==> src/cpnw_pkg.sv <==
// Purpose: Shared constants, types and register map of the partial network wake filter
// Assumes: 10 MHz core clock, 8-bit register data
// Notes:   Register offsets are register indices on the Avalon word address
package cpnw_pkg;
	localparam int unsigned CLK_HZ = 10_000_000;
	// ----------------------------------------------------------------
	// Register indices
	// ----------------------------------------------------------------
	localparam logic [7:0] REG_CTRL   = 8'h20;
	localparam logic [7:0] REG_STATUS = 8'h22;
	localparam logic [7:0] REG_RATE   = 8'h26;
	localparam logic [7:0] REG_IDM0   = 8'h27;
	localparam logic [7:0] REG_FCTL   = 8'h2f;
	localparam logic [7:0] REG_WCTL   = 8'h30;
	localparam logic [7:0] REG_EVENT  = 8'h31;
	localparam logic [7:0] REG_DM0    = 8'h68;
	localparam logic [7:0] REG_DM7    = 8'h6f;
	// ----------------------------------------------------------------
	// Fields and reset values
	// ----------------------------------------------------------------
	localparam int unsigned CTRL_FDT   = 6;
	localparam int unsigned CTRL_VALID = 5;
	localparam int unsigned CTRL_SWE   = 4;
	localparam int unsigned FCTL_IDE   = 7;
	localparam int unsigned FCTL_DEM   = 6;
	localparam int unsigned EV_WAKE    = 0;
	localparam int unsigned EV_FDE     = 1;
	localparam logic [7:0] CTRL_RST = 8'h00;
	localparam logic [7:0] FCTL_RST = 8'h40;
	localparam logic [7:0] CFG_RST  = 8'h00;
	localparam logic [2:0] RATE_RST = 3'h5;
	localparam logic [1:0] MODE_OFFLINE = 2'h0;
	localparam logic [1:0] MODE_ACT_UV  = 2'h1;
	// ----------------------------------------------------------------
	// Timing
	// ----------------------------------------------------------------
	localparam int unsigned RATE_50K  = 50_000;
	localparam int unsigned RATE_100K = 100_000;
	localparam int unsigned RATE_125K = 125_000;
	localparam int unsigned RATE_250K = 250_000;
	localparam int unsigned RATE_500K = 500_000;
	localparam int unsigned RATE_1M   = 1_000_000;
	localparam logic [7:0] CYC_50K  = 8'(CLK_HZ / RATE_50K);
	localparam logic [7:0] CYC_100K = 8'(CLK_HZ / RATE_100K);
	localparam logic [7:0] CYC_125K = 8'(CLK_HZ / RATE_125K);
	localparam logic [7:0] CYC_250K = 8'(CLK_HZ / RATE_250K);
	localparam logic [7:0] CYC_500K = 8'(CLK_HZ / RATE_500K);
	localparam logic [7:0] CYC_1M   = 8'(CLK_HZ / RATE_1M);
	localparam int unsigned T_WAKE_DOM_NS = 5000;
	localparam int unsigned T_WAKE_REC_NS = 5000;
	localparam logic [15:0] WAKE_DOM_CYC = 16'((T_WAKE_DOM_NS * (CLK_HZ / 1_000_000) + 999) / 1000);
	localparam logic [15:0] WAKE_REC_CYC = 16'((T_WAKE_REC_NS * (CLK_HZ / 1_000_000) + 999) / 1000);
	localparam logic [3:0] IDLE_BITS = 4'hb;
	localparam logic [5:0] ERR_OVF   = 6'h20;
	// ----------------------------------------------------------------
	// Types
	// ----------------------------------------------------------------
	typedef struct packed {
		logic [7:0] address;
		logic       read;
		logic       write;
		logic [7:0] writedata;
	} cpnw_avs_s;
	typedef struct packed {
		logic active;
		logic osc_locked;
		logic supply_low;
		logic tx_timeout;
	} cpnw_phy_s;
	typedef enum logic [3:0] {
		ST_IDLE, ST_WAIT, ST_ID, ST_SRR, ST_IDE, ST_EXT, ST_RTR, ST_FDF, ST_R0, ST_DLC, ST_DATA, ST_CRC, ST_DEL
	} cpnw_state_e;
endpackage

==> src/cpnw_sync.sv <==
// Purpose: Two-stage synchroniser for asynchronous levels
// Assumes: Inputs are slow levels
// Notes:   First stage feeds only the second
`timescale 1ns/100ps
module cpnw_sync #(
	parameter int unsigned W     = 1,
	parameter logic [W-1:0] INIT = '0
) (
	input  wire logic         clock_i,
	input  wire logic         srst_i,
	input  wire logic [W-1:0] d_i,
	output logic      [W-1:0] q_o
);
	logic [W-1:0] s1_ff;
	logic [W-1:0] s2_ff;
	logic [W-1:0] nxt_s1;
	logic [W-1:0] nxt_s2;
	always_comb begin
		nxt_s1 = srst_i ? INIT : d_i;
		nxt_s2 = srst_i ? INIT : s1_ff;
	end
	always_ff @(posedge clock_i) begin
		s1_ff <= nxt_s1;
		s2_ff <= nxt_s2;
	end
	assign q_o = s2_ff;
endmodule

==> src/cpnw_crc15.sv <==
// Purpose: Serial 15-bit CAN CRC
// Assumes: One bit per en_i pulse, MSB first
// Notes:   Feeding the received CRC too leaves zero on a good frame
`timescale 1ns/100ps
module cpnw_crc15 (
	input  wire logic        clock_i,
	input  wire logic        srst_i,
	input  wire logic        clr_i,
	input  wire logic        en_i,
	input  wire logic        bit_i,
	output logic      [14:0] crc_o
);
	localparam logic [14:0] POLY = 15'h4599;
	logic [14:0] crc_ff;
	logic [14:0] nxt_crc;
	always_comb begin
		nxt_crc = crc_ff;
		if (srst_i || clr_i) begin
			nxt_crc = 15'h0000;
		end else if (en_i) begin
			nxt_crc = {crc_ff[13:0], 1'b0} ^ ((bit_i ^ crc_ff[14]) ? POLY : 15'h0000);
		end
	end
	always_ff @(posedge clock_i) begin
		crc_ff <= nxt_crc;
	end
	assign crc_o = crc_ff;
endmodule

==> src/cpnw_wake_filter.sv <==
// Purpose: Selective wake-up filter with status register and Avalon-MM slave
// Assumes: rx_i is the raw bus receive level, 1 = recessive
// Notes:   Decoder resynchronises on every falling edge
// Operation
// - status bit 7 shows transceiver active mode
// - status bit 6 shows frame error or invalid config; then standard wake only
// - status bit 5 mirrors configuration-valid flag
// - status bit 4 shows oscillator at target frequency
// - status bit 3 set after bus silence timeout, clear on activity
// - status bit 1 shows supply below 90 %, only when mode is 01
// - status bit 0 shows transmitter disabled by dominant timeout
// - scan for wake frames only with both wake enables and valid config
// - format bit chooses 11-bit or 29-bit identifier match
// - mask bit 1 makes identifier bit don't care
// - nonzero length needs a data bit and mask bit both 1
// - without data evaluation, id match plus good CRC wakes
// - with data evaluation also need data frame, equal length, data match
// - error counter up on bad frame, down on good frame
// - counter above 31 sets frame error and wakes; cleared when disabled
// - software sets valid flag; config writes clear it
// - standard pattern wakes when selective wake off or config invalid
// - no bus wake unless offline mode and bus wake enabled
// - tolerated flexible frames decrement counter, never wake, wait for idle
// - untolerated flexible frames count as errors
// - wake sets bus wake event and drives receive output low
`timescale 1ns/100ps
module cpnw_wake_filter
	import cpnw_pkg::*;
#(
	parameter int unsigned TO_WAKE_CYC = 10000,
	parameter int unsigned SILENCE_CYC = 10000
) (
	input  wire logic            clock_i,
	input  wire logic            srst_i,
	input  wire cpnw_pkg::cpnw_avs_s avs_i,
	output logic      [7:0]      avs_readdata_o,
	output logic                 avs_waitrequest_o,
	input  wire cpnw_pkg::cpnw_phy_s phy_i,
	input  wire logic            rx_i,
	output logic                 rxd_o,
	output logic                 bus_wake_event_o
);
	import cpnw_pkg::*;
	// ----------------------------------------------------------------
	// Input synchronisers
	// ----------------------------------------------------------------
	logic      rx_s;
	cpnw_phy_s phy_s;
	cpnw_sync #(.W(1), .INIT(1'b1)) u_rx_sync (
		.clock_i (clock_i),
		.srst_i  (srst_i),
		.d_i     (rx_i),
		.q_o     (rx_s)
	);
	cpnw_sync #(.W(4), .INIT(4'h0)) u_phy_sync (
		.clock_i (clock_i),
		.srst_i  (srst_i),
		.d_i     (phy_i),
		.q_o     (phy_s)
	);
	// ----------------------------------------------------------------
	// Register file
	// ----------------------------------------------------------------
	logic [7:0] ctrl_ff, nxt_ctrl, fctl_ff, nxt_fctl, rdata_ff, nxt_rdata;
	logic [2:0] rate_ff, nxt_rate;
	logic [7:0] idm_ff [8];
	logic [7:0] nxt_idm [8];
	logic [7:0] dm_ff [8];
	logic [7:0] nxt_dm [8];
	logic       cwe_ff, nxt_cwe, ack_ff, nxt_ack, wake_ff, nxt_wake, fde_ff, nxt_fde;
	logic       we, cfg_we, wake_set, fde_set;
	logic [7:0] stat;
	logic       pn_config_valid, selective_wake_enable, fd_tolerance_enable, bus_silent_flag;
	logic [1:0] xcvr_mode_select;
	logic       offline, pn_active, std_en;
	assign pn_config_valid       = ctrl_ff[CTRL_VALID];
	assign selective_wake_enable = ctrl_ff[CTRL_SWE];
	assign fd_tolerance_enable   = ctrl_ff[CTRL_FDT];
	assign xcvr_mode_select      = ctrl_ff[1:0];
	assign offline   = (xcvr_mode_select == MODE_OFFLINE) && cwe_ff;
	assign pn_active = offline && selective_wake_enable && pn_config_valid && !fde_ff;
	assign std_en    = offline && !pn_active;
	assign stat = {phy_s.active,
		fde_ff || !pn_config_valid,
		pn_config_valid,
		phy_s.osc_locked,
		bus_silent_flag,
		1'b0,
		phy_s.supply_low && (xcvr_mode_select == MODE_ACT_UV),
		phy_s.tx_timeout};
	// One wait cycle, then the access completes
	assign avs_waitrequest_o = (avs_i.read || avs_i.write) && !ack_ff;
	assign we     = avs_i.write && ack_ff;
	assign cfg_we = we && ((avs_i.address >= REG_RATE && avs_i.address <= REG_FCTL) ||
		(avs_i.address >= REG_DM0 && avs_i.address <= REG_DM7));
	always_comb begin
		nxt_ack   = !srst_i && (avs_i.read || avs_i.write) && !ack_ff;
		nxt_ctrl  = ctrl_ff;
		nxt_fctl  = fctl_ff;
		nxt_rate  = rate_ff;
		nxt_cwe   = cwe_ff;
		nxt_idm   = idm_ff;
		nxt_dm    = dm_ff;
		nxt_rdata = rdata_ff;
		nxt_wake  = wake_ff;
		nxt_fde   = fde_ff;
		if (avs_i.read && !ack_ff) begin
			nxt_rdata = 8'h00;
			if (avs_i.address == REG_CTRL) nxt_rdata = {1'b0, ctrl_ff[6:4], 2'b00, ctrl_ff[1:0]};
			if (avs_i.address == REG_STATUS) nxt_rdata = stat;
			if (avs_i.address == REG_RATE) nxt_rdata = {5'h00, rate_ff};
			if (avs_i.address == REG_FCTL) nxt_rdata = {fctl_ff[7:6], 2'b00, fctl_ff[3:0]};
			if (avs_i.address == REG_WCTL) nxt_rdata = {7'h00, cwe_ff};
			if (avs_i.address == REG_EVENT) nxt_rdata = {6'h00, fde_ff, wake_ff};
			for (int i = 0; i < 8; i++) begin
				if (avs_i.address == REG_IDM0 + 8'(i)) nxt_rdata = idm_ff[i];
				if (avs_i.address == REG_DM0 + 8'(i)) nxt_rdata = dm_ff[i];
			end
		end
		if (we) begin
			if (avs_i.address == REG_CTRL) nxt_ctrl = avs_i.writedata;
			if (avs_i.address == REG_RATE) nxt_rate = avs_i.writedata[2:0];
			if (avs_i.address == REG_FCTL) nxt_fctl = avs_i.writedata;
			if (avs_i.address == REG_WCTL) nxt_cwe = avs_i.writedata[0];
			if (avs_i.address == REG_EVENT) begin
				nxt_wake = wake_ff && !avs_i.writedata[EV_WAKE];
				nxt_fde  = fde_ff && !avs_i.writedata[EV_FDE];
			end
			for (int i = 0; i < 8; i++) begin
				if (avs_i.address == REG_IDM0 + 8'(i)) nxt_idm[i] = avs_i.writedata;
				if (avs_i.address == REG_DM0 + 8'(i)) nxt_dm[i] = avs_i.writedata;
			end
		end
		if (cfg_we) nxt_ctrl[CTRL_VALID] = 1'b0;
		// Hardware set wins over a same-cycle clear
		if (wake_set) nxt_wake = 1'b1;
		if (fde_set) nxt_fde = 1'b1;
		if (srst_i) begin
			nxt_ctrl  = CTRL_RST;
			nxt_fctl  = FCTL_RST;
			nxt_rate  = RATE_RST;
			nxt_cwe   = 1'b0;
			nxt_rdata = 8'h00;
			nxt_wake  = 1'b0;
			nxt_fde   = 1'b0;
			for (int i = 0; i < 8; i++) begin
				nxt_idm[i] = CFG_RST;
				nxt_dm[i]  = CFG_RST;
			end
		end
	end
	always_ff @(posedge clock_i) begin
		ack_ff   <= nxt_ack;
		ctrl_ff  <= nxt_ctrl;
		fctl_ff  <= nxt_fctl;
		rate_ff  <= nxt_rate;
		cwe_ff   <= nxt_cwe;
		idm_ff   <= nxt_idm;
		dm_ff    <= nxt_dm;
		rdata_ff <= nxt_rdata;
		wake_ff  <= nxt_wake;
		fde_ff   <= nxt_fde;
	end
	assign avs_readdata_o   = rdata_ff;
	assign bus_wake_event_o = wake_ff;
	// ----------------------------------------------------------------
	// Bit timing, silence and standard wake pattern
	// ----------------------------------------------------------------
	logic [7:0]  bitcyc, tq_ff, nxt_tq;
	logic        prev_ff, nxt_prev, rxd_ff, nxt_rxd, edge_s, sample;
	logic [15:0] run_ff, nxt_run;
	logic [31:0] sil_ff, nxt_sil, to_ff, nxt_to;
	logic [1:0]  ph_ff, nxt_ph;
	logic        std_wake;
	always_comb begin
		case (rate_ff)
			3'h0: bitcyc = CYC_50K;
			3'h1: bitcyc = CYC_100K;
			3'h2: bitcyc = CYC_125K;
			3'h3: bitcyc = CYC_250K;
			3'h7: bitcyc = CYC_1M;
			default: bitcyc = CYC_500K;
		endcase
	end
	assign edge_s  = prev_ff != rx_s;
	assign sample  = tq_ff == (bitcyc >> 1);
	assign bus_silent_flag = sil_ff == SILENCE_CYC;
	assign std_wake = std_en && (ph_ff == 2'h2) && !rx_s && (run_ff == WAKE_DOM_CYC);
	always_comb begin
		nxt_prev = rx_s;
		nxt_tq   = (edge_s && !rx_s) || (tq_ff == bitcyc - 8'h01) ? 8'h00 : tq_ff + 8'h01;
		nxt_run  = edge_s ? 16'h0001 : (run_ff == 16'hffff ? run_ff : run_ff + 16'h0001);
		nxt_sil  = edge_s ? 32'h0 : (bus_silent_flag ? sil_ff : sil_ff + 32'h1);
		nxt_ph   = ph_ff;
		nxt_to   = (ph_ff == 2'h0) ? 32'h0 : to_ff + 32'h1;
		case (ph_ff)
			2'h0: if (!rx_s && run_ff == WAKE_DOM_CYC) nxt_ph = 2'h1;
			2'h1: if (rx_s && run_ff == WAKE_REC_CYC) nxt_ph = 2'h2;
			2'h2: if (std_wake) nxt_ph = 2'h0;
			default: nxt_ph = 2'h0;
		endcase
		if (!std_en || to_ff == TO_WAKE_CYC) nxt_ph = 2'h0;
		// Receive output held low while a wake is pending
		nxt_rxd = wake_ff ? 1'b0 : rx_s;
		if (srst_i) begin
			nxt_prev = 1'b1;
			nxt_tq   = 8'h00;
			nxt_run  = 16'h0000;
			nxt_sil  = 32'h0;
			nxt_ph   = 2'h0;
			nxt_to   = 32'h0;
			nxt_rxd  = 1'b1;
		end
	end
	always_ff @(posedge clock_i) begin
		prev_ff <= nxt_prev;
		tq_ff   <= nxt_tq;
		run_ff  <= nxt_run;
		sil_ff  <= nxt_sil;
		ph_ff   <= nxt_ph;
		to_ff   <= nxt_to;
		rxd_ff  <= nxt_rxd;
	end
	assign rxd_o = rxd_ff;
	// ----------------------------------------------------------------
	// Frame decoder
	// ----------------------------------------------------------------
	cpnw_state_e st_ff, nxt_st;
	logic [28:0] id_ff, nxt_id, id_cfg, id_msk;
	logic [6:0]  cnt_ff, nxt_cnt, nbits, dm_base;
	logic [2:0]  srun_ff, nxt_srun;
	logic [3:0]  dlc_ff, nxt_dlc;
	logic [5:0]  err_ff, nxt_err;
	logic        last_ff, nxt_last, rtr_ff, nxt_rtr, ide_ff, nxt_ide, hit_ff, nxt_hit;
	logic        stuffed, is_stuff, stuff_err, dbit, crc_clr, crc_en;
	logic        f_ok, f_err, f_fdt, id_ok, data_ok;
	logic [14:0] crc;
	cpnw_crc15 u_crc (
		.clock_i (clock_i),
		.srst_i  (srst_i),
		.clr_i   (crc_clr),
		.en_i    (crc_en),
		.bit_i   (rx_s),
		.crc_o   (crc)
	);
	assign id_cfg  = {idm_ff[3][4:0], idm_ff[2], idm_ff[1], idm_ff[0]};
	assign id_msk  = {idm_ff[7][4:0], idm_ff[6], idm_ff[5], idm_ff[4]};
	assign stuffed = st_ff inside {ST_ID, ST_SRR, ST_IDE, ST_EXT, ST_RTR, ST_FDF, ST_R0, ST_DLC, ST_DATA, ST_CRC, ST_DEL};
	assign is_stuff  = stuffed && sample && srun_ff == 3'h5;
	assign stuff_err = is_stuff && rx_s == last_ff && st_ff != ST_DEL;
	assign dbit    = sample && stuffed && !is_stuff;
	assign crc_clr = st_ff == ST_WAIT;
	assign crc_en  = dbit && st_ff != ST_DEL;
	assign nbits   = (nxt_dlc > 4'h8) ? 7'h40 : {nxt_dlc[3:0], 3'b000};
	// Codes above eight still mean eight bytes, so masks start at zero
	assign dm_base = (dlc_ff > 4'h8) ? 7'h00 : 7'h08 - {3'h0, dlc_ff};
	// Identifier compare, received format must equal the selected one
	assign id_ok = (ide_ff == fctl_ff[FCTL_IDE]) && (fctl_ff[FCTL_IDE] ?
		((id_ff ^ id_cfg) & ~id_msk) == 29'h0 :
		((id_ff[10:0] ^ id_cfg[28:18]) & ~id_msk[28:18]) == 11'h000);
	assign data_ok = !fctl_ff[FCTL_DEM] || (!rtr_ff && dlc_ff == fctl_ff[3:0] &&
		(fctl_ff[3:0] == 4'h0 || hit_ff));
	assign f_ok  = dbit && st_ff == ST_DEL && rx_s && crc == 15'h0000;
	assign f_err = stuff_err || (dbit && st_ff == ST_DEL && !(rx_s && crc == 15'h0000)) ||
		(dbit && st_ff == ST_FDF && rx_s && !fd_tolerance_enable);
	assign f_fdt = dbit && st_ff == ST_FDF && rx_s && fd_tolerance_enable;
	assign wake_set = (f_ok && pn_active && id_ok && data_ok) || fde_set || std_wake;
	assign fde_set  = pn_active && err_ff == ERR_OVF;
	always_comb begin
		nxt_st   = st_ff;
		nxt_id   = id_ff;
		nxt_cnt  = cnt_ff;
		nxt_srun = srun_ff;
		nxt_last = last_ff;
		nxt_rtr  = rtr_ff;
		nxt_ide  = ide_ff;
		nxt_dlc  = dlc_ff;
		nxt_hit  = hit_ff;
		nxt_err  = err_ff;
		if (sample && stuffed) begin
			nxt_last = rx_s;
			nxt_srun = (rx_s == last_ff && !is_stuff) ? srun_ff + 3'h1 : 3'h1;
		end
		if (dbit) begin
			nxt_cnt = cnt_ff + 7'h01;
			case (st_ff)
				ST_ID, ST_EXT: nxt_id = {id_ff[27:0], rx_s};
				ST_SRR, ST_RTR: nxt_rtr = rx_s;
				ST_IDE: nxt_ide = rx_s;
				ST_DLC: nxt_dlc = {dlc_ff[2:0], rx_s};
				ST_DATA: nxt_hit = hit_ff || (rx_s && dm_ff[3'(dm_base + {3'h0, cnt_ff[6:3]})][3'h7 - cnt_ff[2:0]]);
				default: nxt_hit = hit_ff;
			endcase
			case (st_ff)
				ST_ID: if (cnt_ff == 7'h0a) begin nxt_st = ST_SRR; nxt_cnt = 7'h00; end
				ST_SRR: nxt_st = ST_IDE;
				ST_IDE: begin nxt_st = rx_s ? ST_EXT : ST_FDF; nxt_cnt = 7'h00; end
				ST_EXT: if (cnt_ff == 7'h11) nxt_st = ST_RTR;
				ST_RTR: nxt_st = ST_FDF;
				ST_FDF: begin nxt_st = rx_s ? ST_IDLE : (ide_ff ? ST_R0 : ST_DLC); nxt_cnt = 7'h00; end
				ST_R0: begin nxt_st = ST_DLC; nxt_cnt = 7'h00; end
				ST_DLC: if (cnt_ff == 7'h03) begin
					nxt_cnt = 7'h00;
					nxt_hit = 1'b0;
					nxt_st  = (nbits == 7'h00 || rtr_ff) ? ST_CRC : ST_DATA;
				end
				ST_DATA: if (cnt_ff == nbits - 7'h01) begin nxt_st = ST_CRC; nxt_cnt = 7'h00; end
				ST_CRC: if (cnt_ff == 7'h0e) nxt_st = ST_DEL;
				ST_DEL: begin nxt_st = ST_IDLE; nxt_cnt = 7'h00; end
				default: nxt_st = ST_IDLE;
			endcase
		end else if (sample) begin
			case (st_ff)
				ST_IDLE: begin
					nxt_cnt = rx_s ? cnt_ff + 7'h01 : 7'h00;
					if (rx_s && cnt_ff == {3'h0, IDLE_BITS} - 7'h01) nxt_st = ST_WAIT;
				end
				ST_WAIT: if (!rx_s) begin
					nxt_st   = ST_ID;
					nxt_cnt  = 7'h00;
					nxt_srun = 3'h1;
					nxt_last = 1'b0;
				end
				default: nxt_st = st_ff;
			endcase
		end
		if (stuff_err) begin
			nxt_st  = ST_IDLE;
			nxt_cnt = 7'h00;
		end
		if (f_err && err_ff != ERR_OVF) nxt_err = err_ff + 6'h01;
		if ((f_ok || f_fdt) && err_ff != 6'h00) nxt_err = err_ff - 6'h01;
		if (srst_i || !pn_active) begin
			nxt_st   = ST_IDLE;
			nxt_cnt  = 7'h00;
			nxt_err  = 6'h00;
			nxt_id   = 29'h0;
			nxt_srun = 3'h0;
			nxt_last = 1'b1;
			nxt_rtr  = 1'b0;
			nxt_ide  = 1'b0;
			nxt_dlc  = 4'h0;
			nxt_hit  = 1'b0;
		end
	end
	always_ff @(posedge clock_i) begin
		st_ff   <= nxt_st;
		id_ff   <= nxt_id;
		cnt_ff  <= nxt_cnt;
		srun_ff <= nxt_srun;
		last_ff <= nxt_last;
		rtr_ff  <= nxt_rtr;
		ide_ff  <= nxt_ide;
		dlc_ff  <= nxt_dlc;
		hit_ff  <= nxt_hit;
		err_ff  <= nxt_err;
	end
	// ----------------------------------------------------------------
	// Assertions
	// ----------------------------------------------------------------
	a_wait_one_cycle: assert property (@(posedge clock_i) disable iff (srst_i)
		(avs_i.read && !ack_ff) |=> !avs_waitrequest_o) else $error("access not answered after one wait");
	a_cfg_clears_valid: assert property (@(posedge clock_i) disable iff (srst_i)
		cfg_we |=> !stat[5] && stat[6]) else $error("config write left valid set");
	a_wake_rxd_low: assert property (@(posedge clock_i) disable iff (srst_i)
		wake_set |=> bus_wake_event_o ##1 !rxd_o) else $error("wake did not pull rxd low");
	a_online_no_wake: assert property (@(posedge clock_i) disable iff (srst_i)
		(xcvr_mode_select != MODE_OFFLINE || !cwe_ff) |-> !wake_set) else $error("wake while not offline");
	a_overflow_fde: assert property (@(posedge clock_i) disable iff (srst_i)
		(pn_active && err_ff == ERR_OVF) |=> stat[6] && bus_wake_event_o) else $error("overflow without error");
	a_idle_when_off: assert property (@(posedge clock_i) disable iff (srst_i)
		!pn_active |=> st_ff == ST_IDLE && err_ff == 6'h00) else $error("decoder ran while disabled");
	a_fd_tolerated: assert property (@(posedge clock_i) disable iff (srst_i)
		(f_fdt && pn_active && err_ff != 6'h00) |=> err_ff == $past(err_ff) - 6'h01 && st_ff == ST_IDLE)
		else $error("tolerated frame not decremented");
	a_fd_error: assert property (@(posedge clock_i) disable iff (srst_i)
		(dbit && st_ff == ST_FDF && rx_s && !fd_tolerance_enable && pn_active && err_ff != ERR_OVF) |=>
		err_ff == $past(err_ff) + 6'h01) else $error("flexible frame not counted as error");
	a_silence_clear: assert property (@(posedge clock_i) disable iff (srst_i)
		edge_s |=> !stat[3] [*2]) else $error("silent flag during activity");
	a_supply_gate: assert property (@(posedge clock_i) disable iff (srst_i)
		xcvr_mode_select != MODE_ACT_UV |-> !stat[1]) else $error("supply flag outside mode 01");
	c_frame_wake: cover property (@(posedge clock_i) disable iff (srst_i) f_ok && pn_active && id_ok && data_ok);
	c_fde_wake: cover property (@(posedge clock_i) disable iff (srst_i) fde_set);
	c_std_wake: cover property (@(posedge clock_i) disable iff (srst_i) std_wake);
	c_fd_frame: cover property (@(posedge clock_i) disable iff (srst_i) f_fdt);
endmodule

==> config.mk <==
export PLATFORM = sky130hd
export DESIGN_NAME = cpnw_wake_filter
export DESIGN_NICKNAME = d
export VERILOG_FILES = /design/src/cpnw_pkg.sv /design/src/cpnw_sync.sv /design/src/cpnw_crc15.sv /design/src/cpnw_wake_filter.sv
export SDC_FILE = /design/constraint.sdc
export NUM_CORES = 1
export LEC_CHECK = 0
export ABC_AREA = 0
export BUFFER_PORTS_ARGS = -buffer_cell sky130_fd_sc_hd__clkbuf_2
export CORE_MARGIN = 3
export CORE_UTILIZATION = 50
export CTS_BUF_LIST = sky130_fd_sc_hd__clkbuf_16
export CTS_CLUSTER_DIAMETER = 40
export DETAILED_ROUTE_END_ITERATION = 8
export GPL_TIMING_DRIVEN = 0
export PLACE_DENSITY = 0.67
export SYNTH_ARGS = -nofsm -noshare
export SYNTH_HDL_FRONTEND = slang
export SYNTH_HIERARCHICAL = 1
export SYNTH_SLANG_ARGS = --single-unit
==> constraint.sdc <==
create_clock -name clock_i -period 4.8 [get_ports clock_i]
set_clock_uncertainty 0.15 [all_clocks]
set_input_delay 0.48 -clock clock_i [delete_from_list [all_inputs] [get_ports clock_i]]
set_output_delay 0.48 -clock clock_i [all_outputs]
set_load 0.02 [all_outputs]
### After elaboration in Yosys (flattened, before gate mapping)

Index checks and enable logic that the tools add are counted.

| word-level totals | value |
|---|---|
| bits in writable memories | 0 |
| memories | 0 |
| memory bits (read-only) | 0 |
| logic and storage cells | 371 |
| bits in latches | 0 |
| bits in registers | 332 |
| output and inout port bits | 11 |

| cells by class | value |
|---|---|
| muxes and demuxes | 88 |
| magnitude comparators | 8 |
| add/sub/neg operators | 13 |
| reduce and logical (&&, ||, !) cells | 134 |
| shifts and indexed selects | 0 |
| equal/unequal tests | 71 |
| bitwise logic cells | 9 |
| div/mod/pow operators | 0 |
| $mul | 0 |

Operators with widths:

| cell | count |
|---|---|
| 2-to-1 mux 8 bit | 23 |
| equality test 8 x 6 -> 1 bit (second input constant) | 14 |
| adder 32 x 1 -> 32 bit (second input constant) | 2 |
| equality test 32 x 14 -> 1 bit (second input constant) | 2 |
| equality test 8 x 7 -> 1 bit (second input constant) | 8 |
| 2-to-1 mux 7 bit | 9 |
| 2-to-1 mux 4 bit | 13 |
| AND reduction 2 bit | 25 |
| logical AND 1 bit | 49 |
| case mux 4 bit (10 select lines) | 1 |
| case mux 8 bit (5 select lines) | 1 |
| bitwise AND 29 bit | 1 |
| zero test 29 bit | 1 |
| NOT 29 bit | 1 |
| bitwise XOR 29 bit | 1 |
| case mux 7 bit (4 select lines) | 1 |
| binary-select mux 8 bit (select 3 bit) | 1 |
| 2-to-1 mux 1 bit | 21 |
| 2-to-1 mux 3 bit | 7 |
| equality test 4 bit (second input constant) | 5 |
| adder 16 x 1 -> 16 bit (second input constant) | 1 |
| equality test 16 bit (second input constant) | 1 |
| equality test 16 x 6 -> 1 bit (second input constant) | 1 |
| equality test 4 x 3 -> 1 bit (second input constant) | 4 |
| 69 further kinds | 130 |

### Longest topological paths before layout

| logic depth | value |
|---|---|
| depth after elaboration | 23 |
| mapped depth | 19 |

### By module

The synthesis kept the hierarchy.

By module, submodules not included:

| module | instances | cells each | area an instance (µm²) |
|---|---|---|---|
| cpnw_wake_filter | 1 | 1997 | 16055.4 |
| cpnw_crc15 | 1 | 67 | 649.4 |
| cpnw_sync at u_phy_sync | 1 | 16 | 210.2 |
| cpnw_sync at u_rx_sync | 1 | 4 | 52.6 |

### Worst setup path after synthesis

Ideal clock, no wire load.

| timing | value |
|---|---|
| kind | register to register |
| start | register dlc_ff[0] |
| end | register hit_ff |
| slack | 774 ps |
| arrival time | 3760 ps |
| period minus slack after synthesis | 4026 ps |
| stages on the path, launching flop included | 16 |
| cell sequence | dfxtp_1 -> inv_1 -> ha_1 -> inv_1 -> o21ai_0 -> and2_1 -> ha_1 -> fa_1 -> xor2_4 -> xnor2_2 -> mux4_1 -> mux4_2 -> or3_1 -> o2111ai_1 -> a21oi_1 -> o211a_1 |

| on the way | value |
|---|---|
| longest elaborated chain between the ends | 14 |
| elaborated cells on any way between the ends | 15 |
| classes of those cells | add/sub: 2; order compare: 1; mux: 9; bitwise: 1; reduce/logical: 2 |

RTL lines:

| what | RTL line | RTL |
|---|---|---|
| start, declared | cpnw_wake_filter.sv:232 | `logic [3:0] dlc_ff, nxt_dlc;` |
| start signal, assigned | cpnw_wake_filter.sv:354 | `dlc_ff <= nxt_dlc;` |
| greater-than comparator 4 bit / subtractor 1 x 3 -> 3 bit (equally long branches) | cpnw_wake_filter.sv:256 | `assign dm_base = (dlc_ff > 4'h8) ? 7'h00 : 7'h08 - {3'h0, dlc_ff};` |
| 2-to-1 mux 3 bit * | cpnw_wake_filter.sv:256 |  |
| adder 3 bit * | cpnw_wake_filter.sv:291 | `ST_DATA: nxt_hit = hit_ff \|\| (rx_s && dm_ff[3'(dm_base + {3'h0, cnt_ff[6:3]})][3'h7 - cnt_ff[2:0]]);` |
| NOT 3 -> 4 bit (implied by the code) * | cpnw_wake_filter.sv:291 |  |
| binary-select mux 8 bit (select 3 bit) * | cpnw_wake_filter.sv:291 |  |
| 2-to-1 mux 8 bit (implied by the code) * (2 in a row) | cpnw_wake_filter.sv:291 |  |
| binary-select mux 1 bit (select 3 bit) * | cpnw_wake_filter.sv:291 |  |
| 2-to-1 mux 1 bit (implied by the code) * | cpnw_wake_filter.sv:291 |  |
| logical AND 1 bit * | cpnw_wake_filter.sv:291 |  |
| logical OR 1 bit * | cpnw_wake_filter.sv:291 |  |
| 2-to-1 mux 1 bit * | cpnw_wake_filter.sv:286 | `case (st_ff)` |
| 2-to-1 mux 1 bit | cpnw_wake_filter.sv:302 | `ST_DLC: if (cnt_ff == 7'h03) begin` |
| 2-to-1 mux 1 bit * | cpnw_wake_filter.sv:294 | `case (st_ff)` |
| end signal, assigned | cpnw_wake_filter.sv:355 | `hit_ff <= nxt_hit;` |
| end, declared | cpnw_wake_filter.sv:234 | `logic last_ff, nxt_last, rtr_ff, nxt_rtr, ide_ff, nxt_ide, hit_ff, nxt_hit;` |

Every way passes the cells marked *; elsewhere a longest branch is shown, timed or not. The select of a mux whose other input is x is not followed.
A chain may end at the register's enable or synchronous reset.

### Final worst setup path

Ends and elaborated chain as after synthesis.

==> results.md <==
- The placer's final routability congestion estimate is 1.05.
- The core region is 32900 um2.
- The die is 190 um wide.
- Sorting the synthesized cells by area gives the leading types as dfxtp_1, nand2_1, nor2_1.
- The net count of the mapped netlist is 2132.
- The pre-antenna-repair detailed-routing pass consisted of 6 iterations.
- The terminating pin of the worst hold path is u_phy_sync/s1_ff[0]$_SDFF_PP0_.
- Setup violations remaining at the end of the flow were counted as 0.
- Counting flops with a built-in enable in the synthesized netlist gives 0.
- STA classifies the critical path startpoint as a flop.
- The synthesized area per cell is 8.14 um2.
- The total length of routed wires is 59100 um.
- The critical path is of the reg2reg type.
- STA puts the critical path data required time at 5.11 ns.
- For this run the aggregate overflow at the end of global routing stands at 0.
- The final antenna diode count is 0.
- Summed over all failing endpoints, the final setup total negative slack is 0 ns.
- Summed over all instances, the cell type with the most area after synthesis is dfxtp_1.
- The cell total after placement is 2554.
- In this run the tightest slew margin relative to its limit is 0.182.
- The minimum clock period is 4.45 ns.
- The number of I/O port buffers is 28.
- The count of placed standard cells in the final layout, fillers left out is 2636.
- The initial antenna violation count is 0.
- After detailed routing, the average wire length per cell comes to 22.4 um.
- The full die area is 36200 um2.
- The final-report hold violation count was 0.
- The filler cells instantiated in the layout total 3021.
- For met3 alone, demand over resource in global routing was 0.0741.
- Data arrives at the worst endpoint at 4.76 ns.
- Synthesis inferred 328 register bits.
- The highest-utilization routing layer at the global route stage is met2.
- The share of synthesized registers carrying an async set or reset is 0.
- The count of final max-slew check failures is 0.
- Registers take 6570 um2.
- The max-capacitance violation count is 0.
- In the global route stage, met2 resource usage came out at 0.494.
- The highest achievable clock rate is 0.225 GHz.
- The maximum vdd ir drop is 0.297 mV.
- The capturing element type of the critical path is a flop.
- The worst-path maximum fanout is 7.
- For the pin with the worst max-slew slack, the measured transition is 1.22 ns.
- The share of layout cells above drive strength 1 is 0.0729.
- The number of cells on the worst reg-to-reg path is 15.
- The clock tree synthesis step divided the H-tree into 2 levels.
- The share of the clock period used by the worst path is 0.927.
- In the synthesized netlist, the cells that appear most often are dfxtp_1, nand2_1, nor2_1, a21oi_1, nand3_1.
- The proportion of netlist area held by the largest area contributor is 0.387.
- The tree is rooted in a clkbuf_16.
- For this configuration, the core starts out at a cell density of 0.515.
- The clock reaches the later pin of the worst-skew pair after 0.57 ns.
- The reg2reg setup slack is 0.35 ns.
- The via count of the first global-routing pass is 15200.
- The die is 190 um tall.
- At the end of the flow, the number of nets in the layout was 2208.
- The number of buffers added for setup after CTS is 0.
- The area growth from synthesis to layout is 12.7%.
- The cell area power density is 324 nW/um2.
- The startpoint identified for the worst register-to-register timing path is dlc_ff[0]$_DFF_P_.
- The first global-routing pass estimated 89800 um of wire.
- The number of vias in the routed layout is 16100.
- The clock-pin slew on the worst setup and hold paths is 0.05 ns.
- Setup repair after global routing left no endpoint under its margin.
- The half-perimeter wire length after placement is 43800 um.
- The completed layout was analyzed and its total power is 0.00620 W.
- The hold path startpoint is phy_i[0].
- The TritonCTS clock tree is done.
- In the global route stage, met1 resource usage came out at 0.439.
- The buffer depth of the longest clock path is 3.
- Clock tree synthesis inserted a total of 43 buffers.
- The sequential area share after synthesis is 0.387.
- The placement row count is 66.
- The via density per instance is 6.12.
- The detail route stage leaves a number of antenna-violating nets equal to 0.
- The total leakage power is 6.46 nW.
- The type of the worst min-delay path is in2reg.
- In this run, distinct cell masters in the synthesized netlist total 86.
- For this run, the total global-route usage over all layers was measured as 0.323.
- The cell area after synthesis is 17000 um2.
- Among all cell types in the netlist, the one instantiated most often is dfxtp_1.
- The DRC marker count from the first detailed-route iteration is 1588.
- The number of instances on the worst hold path is 2.
- The run finished with clean final reports.
- CTS saw 328 sinks.
- The worst register-to-register path ends at hit_ff$_SDFFE_PP0N_.
- 36 I/O pins were placed.
- The cell count after synthesis is 2084.
- Yosys printed 6 warnings.
- Among all flip-flop cells after synthesis, the most frequent one is dfxtp_1.
- The DRC violations left is 0.
- Entering global routing, the biggest net connects 16 pins.
- The area of the multi-input gates is 9750 um2.
[cell usage in the layout (no fill, tap or decap), types with 39 or more instances in the layout]
cell type	count
xor2_1	66
mux2i_1	87
a21oi_1	177
dfxtp_1	328
nor2_1	254
inv_1	39
clkbuf_16	43
nand3_1	93
xnor2_1	68
nor3_1	39
nand2_1	317
clkbuf_1	91
o21ai_0	57
[logic make-up after synthesis]
logic type,after synthesis,share of synthesized area
xor gates and xnor gates,136,0.0718
and+or+nand+nor,906,0.247
adders and majority gates,23,0.0178
AOI/OAI and AO/OA,423,0.156
muxes,110,0.0810
DFF,328,0.387
buffers and inverters,158,0.0389
[timing repair]
| action | CTS | global route |
|---|---|---|
| endpoints found under the setup margin | 0 | 1 |
| hold endpoints to repair | 3 | 0 |
| resized for setup | 0 | 1 |
| hold buffers | 3 | 0 |
[power breakdown]
part           switching, W  internal (W)
clock               0.00125       0.00192
sequential        0.0000116       0.00274
combinational      0.000210     0.0000670
total               0.00147       0.00472
[stage by stage]
stage | hold slack [ns] | area (um2) | util | setup WS, ns
after CTS | 0.00722 | 19100 | 0.580 | 0.191
after global placement | 0.240 | 17700 | 0.536 | 0.285
after global routing | 0.0107 | 19100 | 0.580 | 0.0764
after detailed placement | 0.249 | 17700 | 0.536 | 0.211
after floorplan | 0.233 | 17000 | - | 0.774
final | 0.0386 | 19100 | 0.580 | 0.350
[area by class of cell]
type / count / share of cell area
multi-input combinational: 1598 / 0.510
tap: 442 / 0.0289
sequential: 328 / 0.343
buffer: 120 / 0.0270
timing repair buffer: 31 / 0.00890
inverter: 38 / 0.00759
clock buffer: 43 / 0.0563
clock inverter: 36 / 0.0178
[flip-flops by register name (all words and copies together), names as in the netlist, 15 cells and up]
name	count
u_crc/crc_o	15
id_cfg	29
id_ff	29
run_ff	16
to_ff	32
sil_ff	32
dm_ff	64
id_msk	29
[routing by layer]
metal	routed length [um]	vias to the layer above
li1	-	7545
met1	25400	7691
met2	25400	728
met3	5620	168
met4	2760	0
met5	0	-
[worst max-delay path, cell delays in order (launching register included)]
cell and delay [ns]:
dfxtp_1 0.42, inv_1 0.13, ha_1 0.24, inv_1 0.05
o21ai_0 0.07, and2_1 0.18, ha_1 0.18, fa_1 0.44
xor2_4 0.20, xnor2_4 0.37, mux4_1 0.63, mux4_2 0.54
or3_1 0.33, o2111ai_1 0.10, a21oi_1 0.09, o211a_1 0.21
[how the worst max path moves through the flow]
stage                            start                     end  slack, ns  cells past startpoint
6_report             dlc_ff[0]$_DFF_P_     hit_ff$_SDFFE_PP0N_       0.35                     15
4_1_cts              dlc_ff[0]$_DFF_P_     hit_ff$_SDFFE_PP0N_       0.19                     15
3_5_place_dp         dlc_ff[0]$_DFF_P_     hit_ff$_SDFFE_PP0N_       0.21                     15
2_1_floorplan        dlc_ff[0]$_DFF_P_     hit_ff$_SDFFE_PP0N_       0.77                     15
3_3_place_gp         dlc_ff[0]$_DFF_P_     hit_ff$_SDFFE_PP0N_       0.28                     15
5_1_grt        rate_ff[0]$_SDFFE_PP1P_  err_ff[5]$_SDFFE_PP0P_       0.08                     17
Note: power is estimated with default switching activity, not from simulation.
